File: src/rtl/rss_pkg.sv
package rss_pkg;
   localparam int NRAIL = 7;
   // Rail order: buck a, buck b, buck c, standby a, standby b,
   // switch a, switch b
   localparam logic [NRAIL-1:0] RAILS_BUCK = 7'h07;
   localparam logic [NRAIL-1:0] RAILS_STANDBY = 7'h18;
   localparam int TW = 14;
   localparam logic [3:0] STB_NONE = 4'h0;
   localparam logic [3:0] STB_FIRST = 4'h1;
   localparam logic [3:0] STB_LAST = 4'h7;
   localparam logic [3:0] STB_SP_A = 4'he;
   localparam logic [3:0] STB_SP_B = 4'hf;
   localparam logic [2:0] SLOT_LAST = 3'h6;
   localparam logic [3:0] DLY_CODE_MAX = 4'h9;
   localparam logic [TW-1:0] MS_DLY_MAX = 14'h000a;
   localparam logic [TW-1:0] MS_EN_WINDOW = 14'h1388;
   localparam logic [TW-1:0] MS_LONG_PRESS = 14'h1f40;
   localparam logic [TW-1:0] MS_SLEEP_WAIT = 14'h03e8;
   localparam logic [TW-1:0] MS_RESET_MIN = 14'h03e8;
   localparam logic [5:0] MS_DEGLITCH = 6'h32;
   localparam logic [2:0] MS_MON_START = 3'h5;
   localparam int CLK_HZ = 100000000;
   localparam int CYC_PER_MS = CLK_HZ / 1000;
   // Strobe per rail, rail 6 in the top nibble
   localparam logic [4*NRAIL-1:0] STB_DEF = 28'h54fe321;
   // Delay codes for slots 1 to 6; code n means n+1 ms up to code 9, codes above 9 mean 10 ms
   localparam logic [23:0] DLY_DEF = 24'h111111;
   localparam logic [1:0] MASK_DEF = 2'h3;
   localparam logic [7:0] GDLY_DEF = 8'h14;

   typedef enum logic [7:0] {
      ST_OFF = 8'h01,
      ST_WAIT = 8'h02,
      ST_UP = 8'h04,
      ST_ACTIVE = 8'h08,
      ST_DOWN = 8'h10,
      ST_SLEEPWAIT = 8'h20,
      ST_SLEEP = 8'h40,
      ST_RESET = 8'h80
   } rss_state_e;

   typedef enum logic [2:0] {
      TGT_OFF = 3'h1,
      TGT_SLEEP = 3'h2,
      TGT_RESET = 3'h4
   } rss_target_e;

   typedef struct packed {
      logic stb_wr;
      logic [2:0] stb_rail;
      logic [3:0] stb_val;
      logic dly_wr;
      logic [2:0] dly_slot;
      logic [3:0] dly_val;
      logic en_wr;
      logic [NRAIL-1:0] en_val;
      logic mask_wr;
      logic [1:0] mask_val;
      logic gdly_wr;
      logic [7:0] gdly_val;
   } rss_cfg_s;
endpackage

File: src/rtl/rss_ms_timer.sv
`timescale 1ns/1ps
module rss_ms_timer import rss_pkg::*; (
   input wire logic clock, // System clock
   input wire logic rst_n, // Asynchronous reset
   input wire logic tick, // One-cycle millisecond tick
   input wire logic start, // Load a new count
   input wire logic [TW-1:0] load, // Count in milliseconds
   output logic expired // Count has run out
);
   logic [TW-1:0] cnt_reg;
   logic [TW-1:0] cnt_next;

   assign expired = (cnt_reg == '0);
   assign cnt_next = start ? load :
      ((tick && !expired) ? cnt_reg - 14'h0001 : cnt_reg);

   always_ff @(posedge clock or negedge rst_n) begin
      if (!rst_n) begin
         cnt_reg <= '0;
      end else begin
         cnt_reg <= cnt_next;
      end
   end
endmodule

File: src/rtl/rss_sequencer.sv
`timescale 1ns/1ps
// Notes on behaviour
// - Rails tied to strobes; delays 1 to 10 ms
// - Configuration restored on sleep, off, reset
// - Power-up fires strobe 1, then delays onward
// - One strobe per rail; shared strobes allowed
// - Wake from off needs event and no lockout
// - Enable is a level; 5 s window
// - In sleep, enable alone starts power-up
// - Up trigger runs sequencer, self-clears when done
// - Strobe 0 rails untouched by sequencing
// - Enable writes refused while sequencer runs
// - Enable bits mirror true rail state
// - Power-down runs strobe 7 back to 1
// - Immediate shutdown skips all down delays
// - Listed events start power-down
// - Unsequenced rails off only when going off or to reset
// - Strobe 14 on wake, 15 after slot 6
// - Down fires 15, 14 only with off-select
// - Failing good signal shuts all rails off
// - Monitoring starts 5 ms after rail enable
// - Main good waits sequencer done plus delay; standby good also set in sleep
// - Main good covers bucks, regulators, unmasked standby
// - Button deglitched 50 ms; change flag, level
// - Off-select picks off or sleep on drop
// - Sleep entry waits 1 s after shutdown
module rss_sequencer import rss_pkg::*; #(
   parameter int MS_CYCLES = CYC_PER_MS // Clock cycles per ms
) (
   input wire logic clock, // 100 MHz clock
   input wire logic rst_n, // Asynchronous reset
   input wire logic power_enable_pin, // Host power enable level
   input wire logic push_button_input_n, // Button, low when pressed
   input wire logic hard_reset_input_n, // Reset pin, low active
   input wire logic usb_supply, // USB supply present
   input wire logic ac_supply, // AC supply present
   input wire logic undervoltage_lockout, // Lockout condition
   input wire logic overtemp_shutdown, // Thermal shutdown
   input wire logic [NRAIL-1:0] rail_good, // Deglitched good per rail
   input wire logic [1:0] switch_regulator_mode, // Switch a/b as regulator
   input wire logic off_select, // 1: drop goes to off
   input wire logic immediate_shutdown_bit, // Skip down delays
   input wire logic sequence_up_set, // Pulse: request power-up
   input wire logic sequence_down_trigger, // Pulse: request power-down
   input wire logic button_flag_clear, // Pulse: clear change flag
   input wire rss_cfg_s cfg, // Configuration writes
   output logic [NRAIL-1:0] rail_enable, // Rail enables
   output logic main_rails_good, // Main good output
   output logic standby_rails_good, // Standby good output
   output logic button_change_flag, // Sticky button change
   output logic button_level_status, // Deglitched level, 1 pressed
   output logic sequence_up_trigger, // Up request pending
   output logic sequencer_busy, // Sequencer running
   output rss_state_e power_state // Present power state
);
   localparam logic [16:0] PRE_LAST = 17'(MS_CYCLES - 1);

   function automatic logic [NRAIL-1:0] rails_at(
      input logic [4*NRAIL-1:0] map, input logic [3:0] s);
      logic [NRAIL-1:0] r;
      r = '0;
      for (int i = 0; i < NRAIL; i++) begin
         r[i] = (map[4*i +: 4] == s);
      end
      return r;
   endfunction

   function automatic logic [NRAIL-1:0] rails_seq(
      input logic [4*NRAIL-1:0] map);
      logic [NRAIL-1:0] r;
      r = '0;
      for (int i = 0; i < NRAIL; i++) begin
         r[i] = (map[4*i +: 4] >= STB_FIRST) &&
            (map[4*i +: 4] <= STB_LAST);
      end
      return r;
   endfunction

   // Delay in ms for slot s (1 to 6); codes saturate at 10 ms
   function automatic logic [TW-1:0] slot_ms(
      input logic [23:0] map, input logic [2:0] s);
      logic [3:0] c;
      c = map[4*(s-3'h1) +: 4];
      if (c >= DLY_CODE_MAX) begin
         return MS_DLY_MAX;
      end
      return TW'(c) + 14'h0001;
   endfunction

   rss_state_e st_reg, st_next;
   rss_target_e tgt_reg, tgt_next;
   logic [16:0] pre_reg;
   logic tick_reg, busy_reg;
   logic [4*NRAIL-1:0] stb_reg;
   logic [23:0] dly_reg;
   logic [1:0] mask_reg;
   logic [7:0] gdly_reg;
   logic [3:0] cur_reg, cur_next;
   logic [NRAIL-1:0] en_reg, en_next;
   logic up_reg, up_next;
   logic gwait_reg, gwait_next;
   logic good_ok_reg;
   logic sp_pend_reg;
   logic usb_prev_reg, ac_prev_reg;
   logic [5:0] pb_cnt_reg;
   logic pb_reg;
   logic lp_arm_reg;
   logic chg_reg;
   logic main_good_reg, sb_good_reg;
   logic [2:0] mon_reg [NRAIL];
   logic tmr_go, sp_go, go_up, go_down, finish;
   logic [TW-1:0] tmr_load;
   rss_target_e down_tgt;
   logic [NRAIL-1:0] down_rails;

   wire busy = (st_reg == ST_UP) || (st_reg == ST_DOWN);
   wire pb_flip = (~push_button_input_n != pb_reg) && tick_reg &&
      (pb_cnt_reg == MS_DEGLITCH - 6'h01);
   wire pb_press = pb_flip && !pb_reg;
   wire wake_evt = pb_press || (usb_supply && !usb_prev_reg) ||
      (ac_supply && !ac_prev_reg);
   wire lockout = undervoltage_lockout || overtemp_shutdown;
   wire wake_ok = wake_evt && !lockout;
   wire tmr_exp, sp_exp, lp_exp;
   wire long_fire = pb_reg && lp_arm_reg && lp_exp;
   wire rst_req = !hard_reset_input_n || long_fire;
   wire drop_req = !power_enable_pin || sequence_down_trigger;
   wire [NRAIL-1:0] sw_watch = {switch_regulator_mode, 5'h1f};
   wire [NRAIL-1:0] main_set = {switch_regulator_mode, ~mask_reg,
      RAILS_BUCK[2:0]};
   wire [NRAIL-1:0] armed;
   wire pg_fail = |(armed & ~rail_good & sw_watch & en_reg);
   wire fault = (lockout || pg_fail) && (st_reg != ST_OFF);
   wire off_tgt_sel = off_select;
   wire sp_off = off_select;
   wire good_set = (st_reg == ST_ACTIVE) && gwait_reg && tmr_exp;
   wire good_clr = (st_reg == ST_OFF) || (st_reg == ST_WAIT) ||
      (st_reg == ST_RESET) || (st_reg == ST_UP);
   wire enter_rst = (st_next != st_reg) && ((st_next == ST_OFF) ||
      (st_next == ST_SLEEP) || (st_next == ST_RESET));
   wire stb_ok = (cfg.stb_val < STB_SP_A) ||
      (cfg.stb_rail == 3'h3) || (cfg.stb_rail == 3'h4);
   wire slot_ok = (cfg.dly_slot != 3'h0) && (cfg.dly_slot <= SLOT_LAST);

   genvar g;
   for (g = 0; g < NRAIL; g++) begin : g_mon
      assign armed[g] = (mon_reg[g] == MS_MON_START);
   end

   rss_ms_timer u_main_tmr (
      .clock(clock),
      .rst_n(rst_n),
      .tick(tick_reg),
      .start(tmr_go),
      .load(tmr_load),
      .expired(tmr_exp)
   );

   rss_ms_timer u_sp_tmr (
      .clock(clock),
      .rst_n(rst_n),
      .tick(tick_reg),
      .start(sp_go),
      .load(slot_ms(dly_reg, SLOT_LAST)),
      .expired(sp_exp)
   );

   rss_ms_timer u_lp_tmr (
      .clock(clock),
      .rst_n(rst_n),
      .tick(tick_reg),
      .start(pb_press || long_fire),
      .load(MS_LONG_PRESS),
      .expired(lp_exp)
   );

   always_comb begin
      st_next = st_reg;
      tgt_next = tgt_reg;
      cur_next = cur_reg;
      en_next = en_reg;
      up_next = up_reg;
      gwait_next = gwait_reg;
      tmr_go = 1'b0;
      tmr_load = '0;
      sp_go = 1'b0;
      go_up = 1'b0;
      go_down = 1'b0;
      finish = 1'b0;
      down_tgt = off_tgt_sel ? TGT_OFF : TGT_SLEEP;
      down_rails = rails_at(stb_reg, cur_reg);
      if (immediate_shutdown_bit) begin
         down_rails = rails_seq(stb_reg) |
            (sp_off ? RAILS_STANDBY & ~rails_at(stb_reg, STB_NONE) :
            '0);
      end
      if (sequence_up_set && st_reg == ST_ACTIVE) begin
         up_next = 1'b1;
      end
      if (cfg.en_wr && !busy) begin
         en_next = cfg.en_val;
      end
      if (sp_pend_reg && sp_exp) begin
         en_next = en_next | rails_at(stb_reg, STB_SP_B);
      end
      if (good_set) begin
         gwait_next = 1'b0;
      end
      unique case (st_reg)
         ST_OFF, ST_SLEEP: begin
            if (wake_ok) begin
               st_next = ST_WAIT;
               tmr_go = 1'b1;
               tmr_load = MS_EN_WINDOW;
               en_next = en_next | rails_at(stb_reg, STB_SP_A);
               sp_go = 1'b1;
            end else if (st_reg == ST_SLEEP && power_enable_pin) begin
               go_up = 1'b1;
            end
         end
         ST_WAIT: begin
            if (power_enable_pin) begin
               go_up = 1'b1;
            end else if (tmr_exp) begin
               go_down = 1'b1;
            end
         end
         ST_ACTIVE: begin
            if (rst_req) begin
               go_down = 1'b1;
               down_tgt = TGT_RESET;
            end else if (drop_req) begin
               go_down = 1'b1;
            end else if (up_reg) begin
               go_up = 1'b1;
            end
         end
         ST_UP: begin
            if (rst_req) begin
               go_down = 1'b1;
               down_tgt = TGT_RESET;
            end else if (!power_enable_pin) begin
               go_down = 1'b1;
            end else if (tmr_exp) begin
               en_next = en_next | rails_at(stb_reg, cur_reg);
               tmr_go = 1'b1;
               if (cur_reg == STB_LAST) begin
                  st_next = ST_ACTIVE;
                  up_next = 1'b0;
                  gwait_next = 1'b1;
                  tmr_load = {6'h00, gdly_reg};
               end else begin
                  cur_next = cur_reg + 4'h1;
                  tmr_load = slot_ms(dly_reg, cur_reg[2:0]);
               end
            end
         end
         ST_DOWN: begin
            if (tmr_exp) begin
               en_next = en_next & ~down_rails;
               tmr_go = 1'b1;
               if (immediate_shutdown_bit) begin
                  finish = 1'b1;
               end else if (cur_reg == STB_SP_B) begin
                  cur_next = STB_SP_A;
                  tmr_load = slot_ms(dly_reg, SLOT_LAST);
               end else if (cur_reg == STB_SP_A) begin
                  finish = 1'b1;
               end else if (cur_reg == STB_FIRST) begin
                  if (sp_off) begin
                     cur_next = STB_SP_B;
                  end else begin
                     finish = 1'b1;
                  end
               end else begin
                  cur_next = cur_reg - 4'h1;
                  tmr_load = slot_ms(dly_reg, cur_next[2:0]);
               end
            end
         end
         ST_SLEEPWAIT: begin
            if (tmr_exp) begin
               st_next = ST_SLEEP;
            end
         end
         ST_RESET: begin
            if (tmr_exp && hard_reset_input_n) begin
               st_next = ST_WAIT;
               tmr_go = 1'b1;
               tmr_load = MS_EN_WINDOW;
               en_next = en_next | rails_at(stb_reg, STB_SP_A);
               sp_go = 1'b1;
            end
         end
         default: begin
            st_next = ST_OFF;
         end
      endcase
      if (finish) begin
         tmr_go = 1'b1;
         unique case (tgt_reg)
            TGT_OFF: begin
               st_next = ST_OFF;
               en_next = en_next & ~rails_at(stb_reg, STB_NONE);
            end
            TGT_SLEEP: begin
               st_next = ST_SLEEPWAIT;
               tmr_load = MS_SLEEP_WAIT;
            end
            default: begin
               st_next = ST_RESET;
               en_next = '0;
               tmr_load = MS_RESET_MIN;
            end
         endcase
      end
      if (go_down) begin
         st_next = ST_DOWN;
         tgt_next = down_tgt;
         cur_next = STB_LAST;
         tmr_go = 1'b1;
         tmr_load = '0;
      end else if (go_up) begin
         st_next = ST_UP;
         cur_next = STB_FIRST;
         tmr_go = 1'b1;
         tmr_load = '0;
      end
      if (fault) begin
         st_next = ST_OFF;
         en_next = '0;
         gwait_next = 1'b0;
         up_next = 1'b0;
      end
   end

   // Millisecond tick shared by every timer
   always_ff @(posedge clock or negedge rst_n) begin
      if (!rst_n) begin
         pre_reg <= '0;
         tick_reg <= 1'b0;
      end else begin
         pre_reg <= (pre_reg == PRE_LAST) ? '0 : pre_reg + 17'h00001;
         tick_reg <= (pre_reg == PRE_LAST);
      end
   end

   always_ff @(posedge clock or negedge rst_n) begin
      if (!rst_n) begin
         st_reg <= ST_OFF;
         tgt_reg <= TGT_OFF;
         cur_reg <= STB_NONE;
         en_reg <= '0;
         up_reg <= 1'b0;
         gwait_reg <= 1'b0;
         sp_pend_reg <= 1'b0;
         busy_reg <= 1'b0;
      end else begin
         st_reg <= st_next;
         tgt_reg <= tgt_next;
         cur_reg <= cur_next;
         en_reg <= en_next;
         up_reg <= up_next;
         gwait_reg <= gwait_next;
         sp_pend_reg <= !fault && (sp_go || (sp_pend_reg && !sp_exp));
         busy_reg <= st_next inside {ST_UP, ST_DOWN};
      end
   end

   // Configuration falls back to defaults on each low-power entry
   always_ff @(posedge clock or negedge rst_n) begin
      if (!rst_n) begin
         stb_reg <= STB_DEF;
         dly_reg <= DLY_DEF;
         mask_reg <= MASK_DEF;
         gdly_reg <= GDLY_DEF;
      end else if (enter_rst) begin
         stb_reg <= STB_DEF;
         dly_reg <= DLY_DEF;
         mask_reg <= MASK_DEF;
         gdly_reg <= GDLY_DEF;
      end else begin
         if (cfg.stb_wr && stb_ok && cfg.stb_rail < 3'(NRAIL)) begin
            stb_reg[4*cfg.stb_rail +: 4] <= cfg.stb_val;
         end
         if (cfg.dly_wr && slot_ok) begin
            dly_reg[4*(cfg.dly_slot-3'h1) +: 4] <= cfg.dly_val;
         end
         if (cfg.mask_wr) begin
            mask_reg <= cfg.mask_val;
         end
         if (cfg.gdly_wr) begin
            gdly_reg <= cfg.gdly_val;
         end
      end
   end

   // Button deglitch; the long-press timer restarts every 8 s held
   always_ff @(posedge clock or negedge rst_n) begin
      if (!rst_n) begin
         pb_cnt_reg <= '0;
         pb_reg <= 1'b0;
         lp_arm_reg <= 1'b0;
         chg_reg <= 1'b0;
         usb_prev_reg <= 1'b0;
         ac_prev_reg <= 1'b0;
      end else begin
         usb_prev_reg <= usb_supply;
         ac_prev_reg <= ac_supply;
         if (~push_button_input_n == pb_reg || pb_flip) begin
            pb_cnt_reg <= '0;
         end else if (tick_reg) begin
            pb_cnt_reg <= pb_cnt_reg + 6'h01;
         end
         if (pb_flip) begin
            pb_reg <= !pb_reg;
         end
         lp_arm_reg <= pb_press || (lp_arm_reg && pb_reg);
         chg_reg <= pb_flip || (chg_reg && !button_flag_clear);
      end
   end

   // Per-rail good monitor arms 5 ms after enable
   always_ff @(posedge clock or negedge rst_n) begin
      if (!rst_n) begin
         for (int i = 0; i < NRAIL; i++) begin
            mon_reg[i] <= '0;
         end
      end else begin
         for (int i = 0; i < NRAIL; i++) begin
            if (!en_reg[i]) begin
               mon_reg[i] <= '0;
            end else if (tick_reg && mon_reg[i] != MS_MON_START) begin
               mon_reg[i] <= mon_reg[i] + 3'h1;
            end
         end
      end
   end

   always_ff @(posedge clock or negedge rst_n) begin
      if (!rst_n) begin
         good_ok_reg <= 1'b0;
         main_good_reg <= 1'b0;
         sb_good_reg <= 1'b0;
      end else begin
         good_ok_reg <= !fault && !good_clr && (good_ok_reg || good_set);
         main_good_reg <= good_ok_reg && (st_reg == ST_ACTIVE) &&
            |(en_reg & main_set) && !pg_fail;
         sb_good_reg <= (good_ok_reg || st_reg == ST_SLEEP) &&
            |(en_reg & RAILS_STANDBY) && !pg_fail;
      end
   end

   assign rail_enable = en_reg;
   assign main_rails_good = main_good_reg;
   assign standby_rails_good = sb_good_reg;
   assign button_change_flag = chg_reg;
   assign button_level_status = pb_reg;
   assign sequence_up_trigger = up_reg;
   assign sequencer_busy = busy_reg;
   assign power_state = st_reg;
endmodule

File: config.mk
export PLATFORM = sky130hd
export DESIGN_NAME = rss_sequencer
export DESIGN_NICKNAME = d
export VERILOG_FILES = /design/src/rtl/rss_pkg.sv /design/src/rtl/rss_ms_timer.sv /design/src/rtl/rss_sequencer.sv
export SDC_FILE = /design/constraint.sdc
export NUM_CORES = 1
export LEC_CHECK = 0
export ABC_AREA = 1
export BUFFER_PORTS_ARGS = -buffer_cell sky130_fd_sc_hd__buf_2
export CAP_MARGIN = 20
export CELL_PAD_IN_SITES_DETAIL_PLACEMENT = 2
export CELL_PAD_IN_SITES_GLOBAL_PLACEMENT = 2
export CORE_MARGIN = 4
export CORE_UTILIZATION = 37
export CTS_BUF_LIST = sky130_fd_sc_hd__clkbuf_2
export CTS_CLUSTER_DIAMETER = 80
export DETAILED_ROUTE_END_ITERATION = 10
export PLACE_DENSITY = 0.94
export SKIP_LAST_GASP = 1
export SLEW_MARGIN = 10
export SYNTH_ARGS = -nofsm -noshare
export SYNTH_HDL_FRONTEND = slang
export SYNTH_SLANG_ARGS = --single-unit
File: constraint.sdc
create_clock -name clock -period 4.3 [get_ports clock]
set_input_delay 0.43 -clock clock [delete_from_list [all_inputs] [get_ports clock]]
set_output_delay 0.43 -clock clock [all_outputs]
set_load 0.1 [all_outputs]
==> results of run 1 <==
-- Yosys cell counts, types with 4 or more instances --
cell type	instances
a211oi_1	7
a21oi_1	67
a21oi_2	20
a31o_2	4
a31oi_1	18
buf_1	4
buf_2	9
clkbuf_1	20
dfrtp_1	157
dfstp_2	26
ha_1	47
inv_1	237
inv_2	11
mux2i_1	17
nand2_1	355
nand2_2	8
nand3_1	102
nand3b_1	10
nand4_1	42
nor2_1	147
nor2_2	10
nor3_1	31
nor3b_1	4
nor4_1	22
o211ai_1	16
o21ai_0	141
o22ai_1	8
o311ai_0	6
o31ai_1	12
or2_2	5
xnor2_1	21
xor2_1	36
-- logic make-up (layout without fill, tap and decap cells) --
| group | after synthesis | in the layout | share of synthesized area [%] |
|---|---|---|---|
| XOR/XNOR | 57 | 57 | 4.104 |
| AO/OA/AOI/OAI | 315 | 315 | 15.25 |
| flip-flops | 183 | 183 | 37.91 |
| multiplexers | 19 | 19 | 1.584 |
| buffers and inverters | 285 | 418 | 9.071 |
| other | 0 | 1 | 0 |
| AND/OR/NAND/NOR | 748 | 748 | 27.24 |
| adder cells (fa/ha/maj) | 47 | 47 | 4.834 |
-- per-layer routing --
layer	part of all wire [%]	vias to the layer above	GRT usage, %	wire length, um
met4	4.8	2	14.08	2620
met2	51	446	53.46	27580
met3	4.9	167	5.420	2671
li1	-	5716	-	-
met1	39	6575	34.60	21380
met5	0.024	-	0	13
-- final cells by class --
| type | instances | share of cell area (%) |
|---|---|---|
| diodes | 1 | 0.01814 |
| clock buffers | 17 | 0.6168 |
| clock inverters | 15 | 1.107 |
| inverters | 249 | 6.775 |
| multi-input cells | 1186 | 46.83 |
| flip-flops and latches | 183 | 33.44 |
| well taps | 442 | 4.009 |
| repair buffers | 137 | 7.202 |
-- timing repair --
action / CTS / global route
hold endpoints to repair: 167 / 28
hold buffers: 46 / 1
resized for setup: 0 / 4
buffers inserted: 0 / 0
setup endpoints to repair: 0 / 62
-- final timing paths --
check	startpoint	end	slack, ns	depth (start not counted)
worst max-delay path	mon_reg[12]$_DFFE_PN0P_	gdly_reg[5]$_DFFE_PN0P_	0.15	18
worst min-delay path	usb_supply	usb_prev_reg$_DFF_PN0_	0.08	2
worst max register to register	mon_reg[12]$_DFFE_PN0P_	gdly_reg[5]$_DFFE_PN0P_	0.15	18
worst min register to register	mon_reg[8]$_DFFE_PN0P_	mon_reg[8]$_DFFE_PN0P_	0.50	1
max in group asynchronous	rst_n	gdly_reg[4]$_DFFE_PN1P_	3.00	4
min in group asynchronous	rst_n	mon_reg[12]$_DFFE_PN0P_	0.38	3
-- power by group through the flow --
stage,registers [mW],logic (mW),clock network [mW]
6_report,2.51,3.44,1.01
5_1_grt,2.54,3.72,1.09
3_3_place_gp,2.47,3.00,0
3_5_place_dp,2.51,3.23,0
4_1_cts,2.48,3.35,0.996
2_1_floorplan,2.60,2.09,0
-- per-stage QoR --
| stage | instances | util (%) | setup WS, ns | power (mW) | hold WS (ns) |
|---|---|---|---|---|---|
| floorplan | 1654 | - | 1.039 | 4.689 | 0.1344 |
| global placement | 2149 | 40.18 | 0.8911 | 5.467 | 0.4509 |
| detailed placement | 2149 | 40.18 | 0.5413 | 5.736 | 0.4654 |
| CTS | 2227 | 42.34 | 0.2496 | 6.829 | 0.008024 |
| global route | 2230 | 42.51 | 0.03519 | 7.351 | 0.05217 |
| finish | 2230 | 42.51 | 0.1494 | 6.951 | 0.08175 |
==> flow_summary.json, run 1 <==
{
  "worstPathRequired_ns": 5.16,
  "ys_seq_elements": 183,
  "cp-end-kind": "register",
  "vias": 12910,
  "route.detailed.drc": 0,
  "grt_pass1_vias": 14560,
  "drt-initial-drc-count": 911,
  "drive_above_1_share_pct": 12.09,
  "synth_top_cell_by_area": "dfrtp_1",
  "p_leak_nw": 6.874,
  "power.density_mw_per_mm2": 503.9,
  "pwr-share-clk_pct": 14.5,
  "cp_slowest_cell": "dlygate4sd3_1",
  "place_hpwl_um": 37150,
  "synthFlopType": "dfrtp_1",
  "rows": 66,
  "synth_cells": 1654,
  "mostFrequentLayoutCells": "355 x nand2_1, 237 x inv_1, 156 x dfrtp_1",
  "worst_ep_arrival_time_ns": 5.01,
  "slew_headroom_pct": 45.43,
  "finalWeightedCongestion": 0.9065,
  "cts_made_buffers": 17,
  "fillers": 3835,
  "finalSetupViolCount": 0,
  "largest_register_ffs": 28,
  "finalHoldViolCount": 0,
  "core-area_mm2": 0.03245,
  "wl_per_cell_um": 24.34,
  "drt-total-wl_um": 54270,
  "seq_power_share_pct": 36.0,
  "antenna_found_initial": 2,
  "cp_top_family": "simple AND/OR/NAND/NOR gates",
  "synth_top_area_share_pct": 32.29,
  "max-cap-violations": 0,
  "power_frac_comb_pct": 49.4,
  "die_area_mm2": 0.03584,
  "num-nets-final": 1880,
  "ant_nets": 0,
  "synth.net_count": 1760,
  "power.switching_mw": 3.673,
  "avgSynthCellArea_um2": 7.355,
  "status": "completed",
  "synthDistinctLibCells": 53,
  "synth_edf_count": 0,
  "final.setup.tns_ns": 0,
  "gr-usage-all-layers_pct": 29.88,
  "die_w_um": 189.3,
  "max_stage_delay_ns": 0.57,
  "clockBufferDepth": 2,
  "finClkSkew_ns": 0.08549,
  "vdd_drop_max_mv": 0.5316,
  "p_int_mw": 3.278,
  "yosysSeqAreaShare_pct": 37.91,
  "yosysWarnings": 0,
  "syn-cell-area_mm2": 0.01217,
  "synthTopCellsByArea": "dfrtp_1 32%, nand2_1 11%, inv_1 7.3%",
  "final_area_mm2": 0.01379,
  "die-height_um": 189.3,
  "finalCriticalPeriod_ns": 4.151,
  "worst_path_most_repeated_cell": "nand2_1",
  "swShare_pct": 52.84,
  "cp_cell_sequence": "ha_1, nand2_1, inv_1, nand2_1, o21ai_0, dlygate4sd3_1, nor2_1, nand3_1, nand2_4, nand3_1, nor2_2, nand2_1, nand2_1, nand2_1, nor2_2, nand3_2, buf_6, a21oi_1",
  "crit_fanout": 38,
  "cts_tree": "yes",
  "async_flop_share_pct": 100.0,
  "vias_per_cell": 5.787,
  "max_freq_ghz": 0.2409,
  "hold_class": "input port to register",
  "root_buffer": "clkbuf_2",
  "final_max_slew_viol_count": 0,
  "multi_input_area_mm2": 0.006460,
  "finalCritPeriodShare_pct": 96.53,
  "clk_pin_slew_ns": 0.37,
  "port_buffers": 79,
  "regArea_mm2": 0.004613,
  "worstMarginPinSlew_ns": 0.8123,
  "crit_path_start_kind": "register",
  "layout_commonest_cell": "nand2_1",
  "synthToLayoutAreaGrowth_pct": 13.39,
  "grt_overflow": 0,
  "ios": 80,
  "path_buf_inv": 3,
  "dr.pass1.iters": 5,
  "worst_skew_pair.late_latency_ns": 1.00,
  "placed_area_mm2": 0.01304,
  "grt_max_degree": 122,
  "ctsHtreeMaxLevel": 4,
  "grt_pass1_wl_um": 84010,
  "clkSinkCount": 183,
  "worstSetupPathType": "register to register",
  "start_util_pct": 37.49,
  "rsz0062_at_grt": "no"
}
(Power assumes the default switching activity.)
==> run 2: changes to the inputs <==
--- a/config.mk
+++ b/config.mk
@@ -10,6 +10,7 @@
 export CAP_MARGIN = 20
 export CELL_PAD_IN_SITES_DETAIL_PLACEMENT = 2
 export CELL_PAD_IN_SITES_GLOBAL_PLACEMENT = 2
+export CORE_ASPECT_RATIO = 1.1
 export CORE_MARGIN = 4
 export CORE_UTILIZATION = 37
 export CTS_BUF_LIST = sky130_fd_sc_hd__clkbuf_2
==> run 2 against run 1 <==
Against the previous run: clock power down 13%; sequential power barely moved; critical path depth is 1 lower; clock-buffer cell count up 1; via count fell by 3.5%; final area decreased by 1.3%; core utilization down 0.45 points; maximum frequency is 5.2% higher; worst hold slack lost 0.0019 ns; global-route usage decreased by 2.5 points; critical endpoint is now stb_reg[19]$_DFFE_PN1P_; largest cell class unchanged; largest power group unchanged; highest routed layer unchanged.
==> flow_summary.json, run 2 (same netlist as run 1, synthesis figures left out) <==
{
  "status": "completed",
  "final.setup.tns_ns": 0,
  "rows": 69,
  "rsz0062_at_grt": "no",
  "finalCritPeriodShare_pct": 91.73,
  "num-nets-final": 1872,
  "grt_pass1_vias": 14370,
  "worstPathRequired_ns": 5.08,
  "worstReg2RegEnd": "stb_reg[19]$_DFFE_PN1P_",
  "utilization_pct": 42.06,
  "drt-initial-drc-count": 650,
  "mostFrequentLayoutCells": "355 x nand2_1, 237 x inv_1, 156 x dfrtp_1",
  "vias": 12460,
  "cts_made_buffers": 17,
  "whs_endpoint": "standby_rails_good$_DFF_PN0_",
  "antenna_found_initial": 2,
  "worst_skew_pair.late_latency_ns": 0.93,
  "max-cap-violations": 0,
  "worstSetupPathType": "register to register",
  "route.detailed.drc": 0,
  "crit_path_start_kind": "register",
  "reg2reg_from": "mon_reg[12]$_DFFE_PN0P_",
  "regArea_mm2": 0.004613,
  "port_buffers": 79,
  "die_area_mm2": 0.03585,
  "place_hpwl_um": 37010,
  "synthToLayoutAreaGrowth_pct": 11.93,
  "clockBufferDepth": 2,
  "dr.pass1.iters": 5,
  "die_w_um": 180.9,
  "largest_register_ffs": 28,
  "p_leak_nw": 6.805,
  "start_util_pct": 37.58,
  "vdd_drop_max_mv": 0.4322,
  "clkSinkCount": 183,
  "grt_pass1_wl_um": 78730,
  "grt_overflow": 0,
  "fillers": 3870,
  "gr-usage-all-layers_pct": 27.38,
  "worstMarginPinSlew_ns": 0.9966,
  "power.density_mw_per_mm2": 494.0,
  "grt_max_degree": 113,
  "drive_above_1_share_pct": 12.09,
  "ios": 80,
  "worst_ep_arrival_time_ns": 4.73,
  "hold_class": "input port to register",
  "root_buffer": "clkbuf_2",
  "multi_input_area_mm2": 0.006450,
  "drt-total-wl_um": 49130,
  "hp-start": "rail_good[4]",
  "finClkSkew_ns": 0.07291,
  "ctsHtreeMaxLevel": 4,
  "slew_headroom_pct": 32.72,
  "cts_tree": "yes",
  "finalWeightedCongestion": 0.9265,
  "layout_commonest_cell": "nand2_1",
  "cp-end-kind": "register",
  "core-area_mm2": 0.03237,
  "finalCriticalPeriod_ns": 3.944,
  "die-height_um": 198.2,
  "max_freq_ghz": 0.2535,
  "whs_ns": 0.07985,
  "finalHoldViolCount": 0,
  "final_max_slew_viol_count": 0,
  "finalSetupViolCount": 0,
  "ant_nets": 0,
  "crit_fanout": 24,
  "clk_pin_slew_ns": 0.31,
  "whs_path_depth": 5,
  "vias_per_cell": 5.648,
  "r2r.worst_path.cells": 17,
  "r2r_slack_ns": 0.36,
  "wl_per_cell_um": 22.27
}
==> run 2: cell types whose count changed in the layout (fill, tap and decap cells not counted) <==
cell           change
clkinv_1           -1
clkinv_2           +2
clkbuf_2           +1
dlygate4sd3_1      -6
nand2_4            -2
bufinv_16          -2
buf_6              -1
buf_16             -1
nand2_2            +2
==> run 2: per-layer routing <==
layer,wire length [um],track usage [%],vias to the layer above
met5,13,0,-
li1,-,-,5685
met1,19680,31.20,6351
met3,2103,4.079,110
met4,1738,11.06,2
met2,25590,51.30,311
==> run 2: worst max-delay path, cell delays in order, from the launching register on <==
cell     delay (ns)
dfrtp_1        0.51
ha_1           0.26
nand2_1        0.10
inv_1          0.09
nand2_1        0.11
o21ai_0        0.17
nor2_1         0.23
nand3_1        0.15
nand2_2        0.39
nand3_1        0.25
nor2_2         0.29
nand2_1        0.13
nand2_1        0.08
nand2_1        0.06
nor2_2         0.10
nand3_2        0.13
nand2_2        0.57
nand2_1        0.17
==> run 2: how the worst max path moves through the flow <==
stage / from / end / slack [ns]
final: mon_reg[12]$_DFFE_PN0P_ / stb_reg[19]$_DFFE_PN1P_ / 0.36
after global routing: cur_reg[0]$_DFFE_PN0P_ / stb_reg[19]$_DFFE_PN1P_ / 0.11
after CTS: cur_reg[1]$_DFFE_PN0P_ / u_main_tmr.cnt_reg[2]$_DFFE_PN0P_ / 0.26
after detailed placement: cur_reg[1]$_DFFE_PN0P_ / u_main_tmr.cnt_reg[2]$_DFFE_PN0P_ / 0.48
after global placement: cur_reg[1]$_DFFE_PN0P_ / u_main_tmr.cnt_reg[0]$_DFFE_PN0P_ / 0.79
after floorplan: cur_reg[0]$_DFFE_PN0P_ / u_main_tmr.cnt_reg[1]$_DFFE_PN0P_ / 1.04
==> run 2: final cells by class <==
| type | instances | area share, % |
|---|---|---|
| sequential | 183 | 33.88 |
| multi-input combinational | 1186 | 47.37 |
| clock inverter | 14 | 0.7259 |
| inverter | 249 | 6.864 |
| tap | 426 | 3.914 |
| timing repair buffer | 129 | 6.570 |
| antenna | 1 | 0.01838 |
| clock buffer | 18 | 0.6616 |
==> run 2: through the flow <==
stage	cell area, um^2	total power [mW]	std cells	setup slack [ns]
floorplan	12170	4.689	1654	1.039
global placement	13010	5.481	2132	0.7886
detailed placement	13010	5.769	2132	0.4771
CTS	13600	6.689	2204	0.2636
global route	13620	7.166	2206	0.1105
finish	13620	6.727	2206	0.3558
==> run 2: report_power, final <==
| part | leakage (nW) | internal (mW) | switching (mW) |
|---|---|---|---|
| Combinational | 4.35 | 0.903 | 2.43 |
| Sequential | 2.34 | 2.09 | 0.428 |
| Clock | 0.119 | 0.158 | 0.720 |
==> run 2: timing repair <==
item                                    4_1_cts  5_1_grt
endpoints found under the setup margin        0        1
buffers inserted                              0        0
resized for setup                             0        1
hold buffers                                 40        1
hold endpoints to repair                    145        1
==> run 3: changes to the inputs <==
--- a/config.mk
+++ b/config.mk
@@ -5,14 +5,13 @@
 export SDC_FILE = /design/constraint.sdc
 export NUM_CORES = 1
 export LEC_CHECK = 0
-export ABC_AREA = 1
 export BUFFER_PORTS_ARGS = -buffer_cell sky130_fd_sc_hd__buf_2
 export CAP_MARGIN = 20
 export CELL_PAD_IN_SITES_DETAIL_PLACEMENT = 2
 export CELL_PAD_IN_SITES_GLOBAL_PLACEMENT = 2
 export CORE_ASPECT_RATIO = 1.1
 export CORE_MARGIN = 4
-export CORE_UTILIZATION = 37
+export CORE_UTILIZATION = 40
 export CTS_BUF_LIST = sky130_fd_sc_hd__clkbuf_2
 export CTS_CLUSTER_DIAMETER = 80
 export DETAILED_ROUTE_END_ITERATION = 10
==> run 3 against run 2 <==
Against the previous run: wire length is 0.85% higher; final area shrank 2.4%; via count is 9.2% lower; worst setup slack got worse by 0.27 ns; combinational power is 14% lower; non-clock buffer count rose by 19; worst hold slack got worse by 0.021 ns; sequential power decreased by 4%; global-route usage rose by 3.0 points; clock skew is 0.031 ns higher; critical path depth is 1 higher; critical path type unchanged.
==> flow_summary.json, run 3 <==
{
  "path_buf_inv": 5,
  "yosysWarnings": 0,
  "worstSetupPathType": "register to register",
  "drt-initial-drc-count": 923,
  "route.detailed.drc": 0,
  "rsz0062_at_grt": "yes",
  "whs_ns": 0.05866,
  "synthFlopType": "dfrtp_1",
  "cp_top_family": "compound AO/OA/AOI/OAI gates",
  "num-nets-final": 1497,
  "clk_pin_slew_ns": 0.32,
  "grt_max_degree": 97,
  "cts_made_buffers": 17,
  "power.density_mw_per_mm2": 471.0,
  "final_max_slew_viol_count": 0,
  "finalCriticalPeriod_ns": 4.212,
  "max_freq_ghz": 0.2374,
  "layout_commonest_cell": "dfrtp_1",
  "ios": 80,
  "synth_top_area_share_pct": 33.45,
  "ctsHtreeMaxLevel": 4,
  "grt_overflow": 0,
  "whs_endpoint": "rail_enable[3]$_DFF_PN0_",
  "vias_per_cell": 6.380,
  "start_util_pct": 40.79,
  "reg2reg_from": "cur_reg[0]$_DFFE_PN0P_",
  "vdd_drop_max_mv": 0.3881,
  "ant_nets": 0,
  "synth.net_count": 1389,
  "synth.most_common_cell": "dfrtp_1",
  "status": "completed",
  "worst_ep_arrival_time_ns": 5.03,
  "max_stage_delay_ns": 0.52,
  "place_hpwl_um": 32380,
  "finalSetupViolCount": 0,
  "clockBufferDepth": 2,
  "synth_cells": 1283,
  "avgSynthCellArea_um2": 9.153,
  "slew_headroom_pct": 40.16,
  "worstReg2RegEnd": "u_main_tmr.cnt_reg[1]$_DFFE_PN0P_",
  "r2r.worst_path.cells": 18,
  "synthTopCellsByArea": "dfrtp_1 33%, dfstp_2 5.8%, ha_1 5.0%",
  "async_flop_share_pct": 100.0,
  "syn-cell-area_mm2": 0.01174,
  "wl_per_cell_um": 27.93,
  "whs_path_depth": 5,
  "cts_tree": "yes",
  "finalWeightedCongestion": 0.8849,
  "fillers": 3083,
  "die_area_mm2": 0.03217,
  "port_buffers": 79,
  "hold_class": "input port to register",
  "synth_edf_count": 0,
  "grt_pass1_vias": 12860,
  "startpoint": "cur_reg[0]$_DFFE_PN0P_",
  "multi_input_area_mm2": 0.006735,
  "rows": 65,
  "finalCritPeriodShare_pct": 97.95,
  "p_leak_nw": 5.863,
  "die_w_um": 171.4,
  "clkSinkCount": 183,
  "cp_cell_sequence": "buf_6, clkinv_2, ha_4, xor2_1, buf_4, xor2_4, o21ai_0, o211a_1, a21oi_1, o21ai_0, inv_1, ha_1, inv_1, a31o_2, nor2b_1, o22ai_1, nor3_1, a21oi_1",
  "crit_fanout": 21,
  "synthDistinctLibCells": 79,
  "max-cap-violations": 0,
  "synth_top_cell_by_area": "dfrtp_1",
  "die-height_um": 187.7,
  "finClkSkew_ns": 0.1039,
  "gr-usage-all-layers_pct": 30.36,
  "regArea_mm2": 0.004612,
  "grt_pass1_wl_um": 76630,
  "cp_slowest_cell": "dfrtp_1",
  "mostFrequentLayoutCells": "157 x dfrtp_1, 116 x nor2_1, 88 x nand2_1",
  "yosysSeqAreaShare_pct": 39.27,
  "worstPathRequired_ns": 5.12,
  "utilization_pct": 46.18,
  "vias": 11320,
  "worst_skew_pair.late_latency_ns": 0.94,
  "cp-end-kind": "register",
  "dr.pass1.iters": 7,
  "largest_register_ffs": 28,
  "ys_seq_elements": 183,
  "finalHoldViolCount": 0,
  "core-area_mm2": 0.02879,
  "hp-start": "cfg[15]",
  "r2r_slack_ns": 0.09,
  "synthToLayoutAreaGrowth_pct": 13.21,
  "crit_path_start_kind": "register",
  "worstMarginPinSlew_ns": 0.8956,
  "drive_above_1_share_pct": 15.40,
  "synthTopCellsByCount": "157 x dfrtp_1, 116 x nor2_1, 88 x nand2_1, 73 x nor3_1, 69 x a21oi_1",
  "drt-total-wl_um": 49550,
  "root_buffer": "clkbuf_2",
  "antenna_found_initial": 3
}
[run 3: cell type report]
| cell class | instances | share of cell area [%] |
|---|---|---|
| multi-input combinational | 988 | 50.66 |
| sequential | 183 | 34.69 |
| timing repair buffer | 148 | 7.962 |
| tap | 368 | 3.463 |
| inverter | 53 | 1.506 |
| clock inverter | 14 | 1.026 |
| clock buffer | 17 | 0.6399 |
| antenna | 3 | 0.05647 |
[run 3: cells by family after synthesis]
kind of cell	count (synthesis)	synth area share, %
compound gates	238	13.19
xor+xnor	91	6.787
fa+ha+maj	47	5.007
buf+inv	112	3.846
flops	183	39.27
mux	68	6.478
simple gates	544	25.42
[run 3: worst max-delay path by stage]
| stage | endpoint | slack [ns] | cells after the start |
|---|---|---|---|
| 4_1_cts | u_main_tmr.cnt_reg[1]$_DFFE_PN0P_ | 0.15 | 18 |
| 2_1_floorplan | u_main_tmr.cnt_reg[0]$_DFFE_PN0P_ | 0.76 | 14 |
| 5_1_grt | u_main_tmr.cnt_reg[1]$_DFFE_PN0P_ | -0.09 | 18 |
| 6_report | u_main_tmr.cnt_reg[1]$_DFFE_PN0P_ | 0.09 | 18 |
| 3_3_place_gp | u_main_tmr.cnt_reg[1]$_DFFE_PN0P_ | 0.64 | 18 |
| 3_5_place_dp | u_main_tmr.cnt_reg[1]$_DFFE_PN0P_ | 0.13 | 18 |
[run 3: metal layers]
layer,vias up,GRT usage [%],share of wire (%)
li1,4860,-,-
met1,5810,34.74,39
met2,469,52.88,51
met3,180,5.756,4.8
met4,0,16.61,5.6
met5,-,0,0
[run 3: report_power, final]
| part | internal [mW] | switching [mW] | total (mW) |
|---|---|---|---|
| Sequential | 2.01 | 0.396 | 2.41 |
| Clock | 0.225 | 0.755 | 0.980 |
| Combinational | 0.937 | 1.94 | 2.87 |
| Total | 3.17 | 3.09 | 6.26 |
[run 3: tightest hold or removal path, stage by stage]
cell	delay, ns
buf_2	0.10
mux2i_1	0.07
o21ai_0	0.08
a21oi_1	0.05
a211oi_1	0.19
[run 3: per-stage QoR]
| step | TNS (ns) | std cells | cell area, um^2 | setup slack (ns) | power [mW] |
|---|---|---|---|---|---|
| finish | 0 | 1774 | 13300 | 0.08798 | 6.262 |
| CTS | 0 | 1768 | 13230 | 0.1548 | 6.122 |
| detailed placement | 0 | 1696 | 12580 | 0.1254 | 4.992 |
| global route | -0.09484 | 1774 | 13300 | -0.09484 | 6.568 |
| global placement | 0 | 1696 | 12580 | 0.6366 | 4.751 |
| floorplan | 0 | 1283 | 11740 | 0.7573 | 4.080 |
[run 3: timing repair]
item                                   4_1_cts  5_1_grt
setup endpoints to repair                    3       43
buffers inserted                             0        0
endpoints found under the hold margin      130        2
pin swaps                                    0        0
resized for setup                            3        6
hold buffers                                41        2
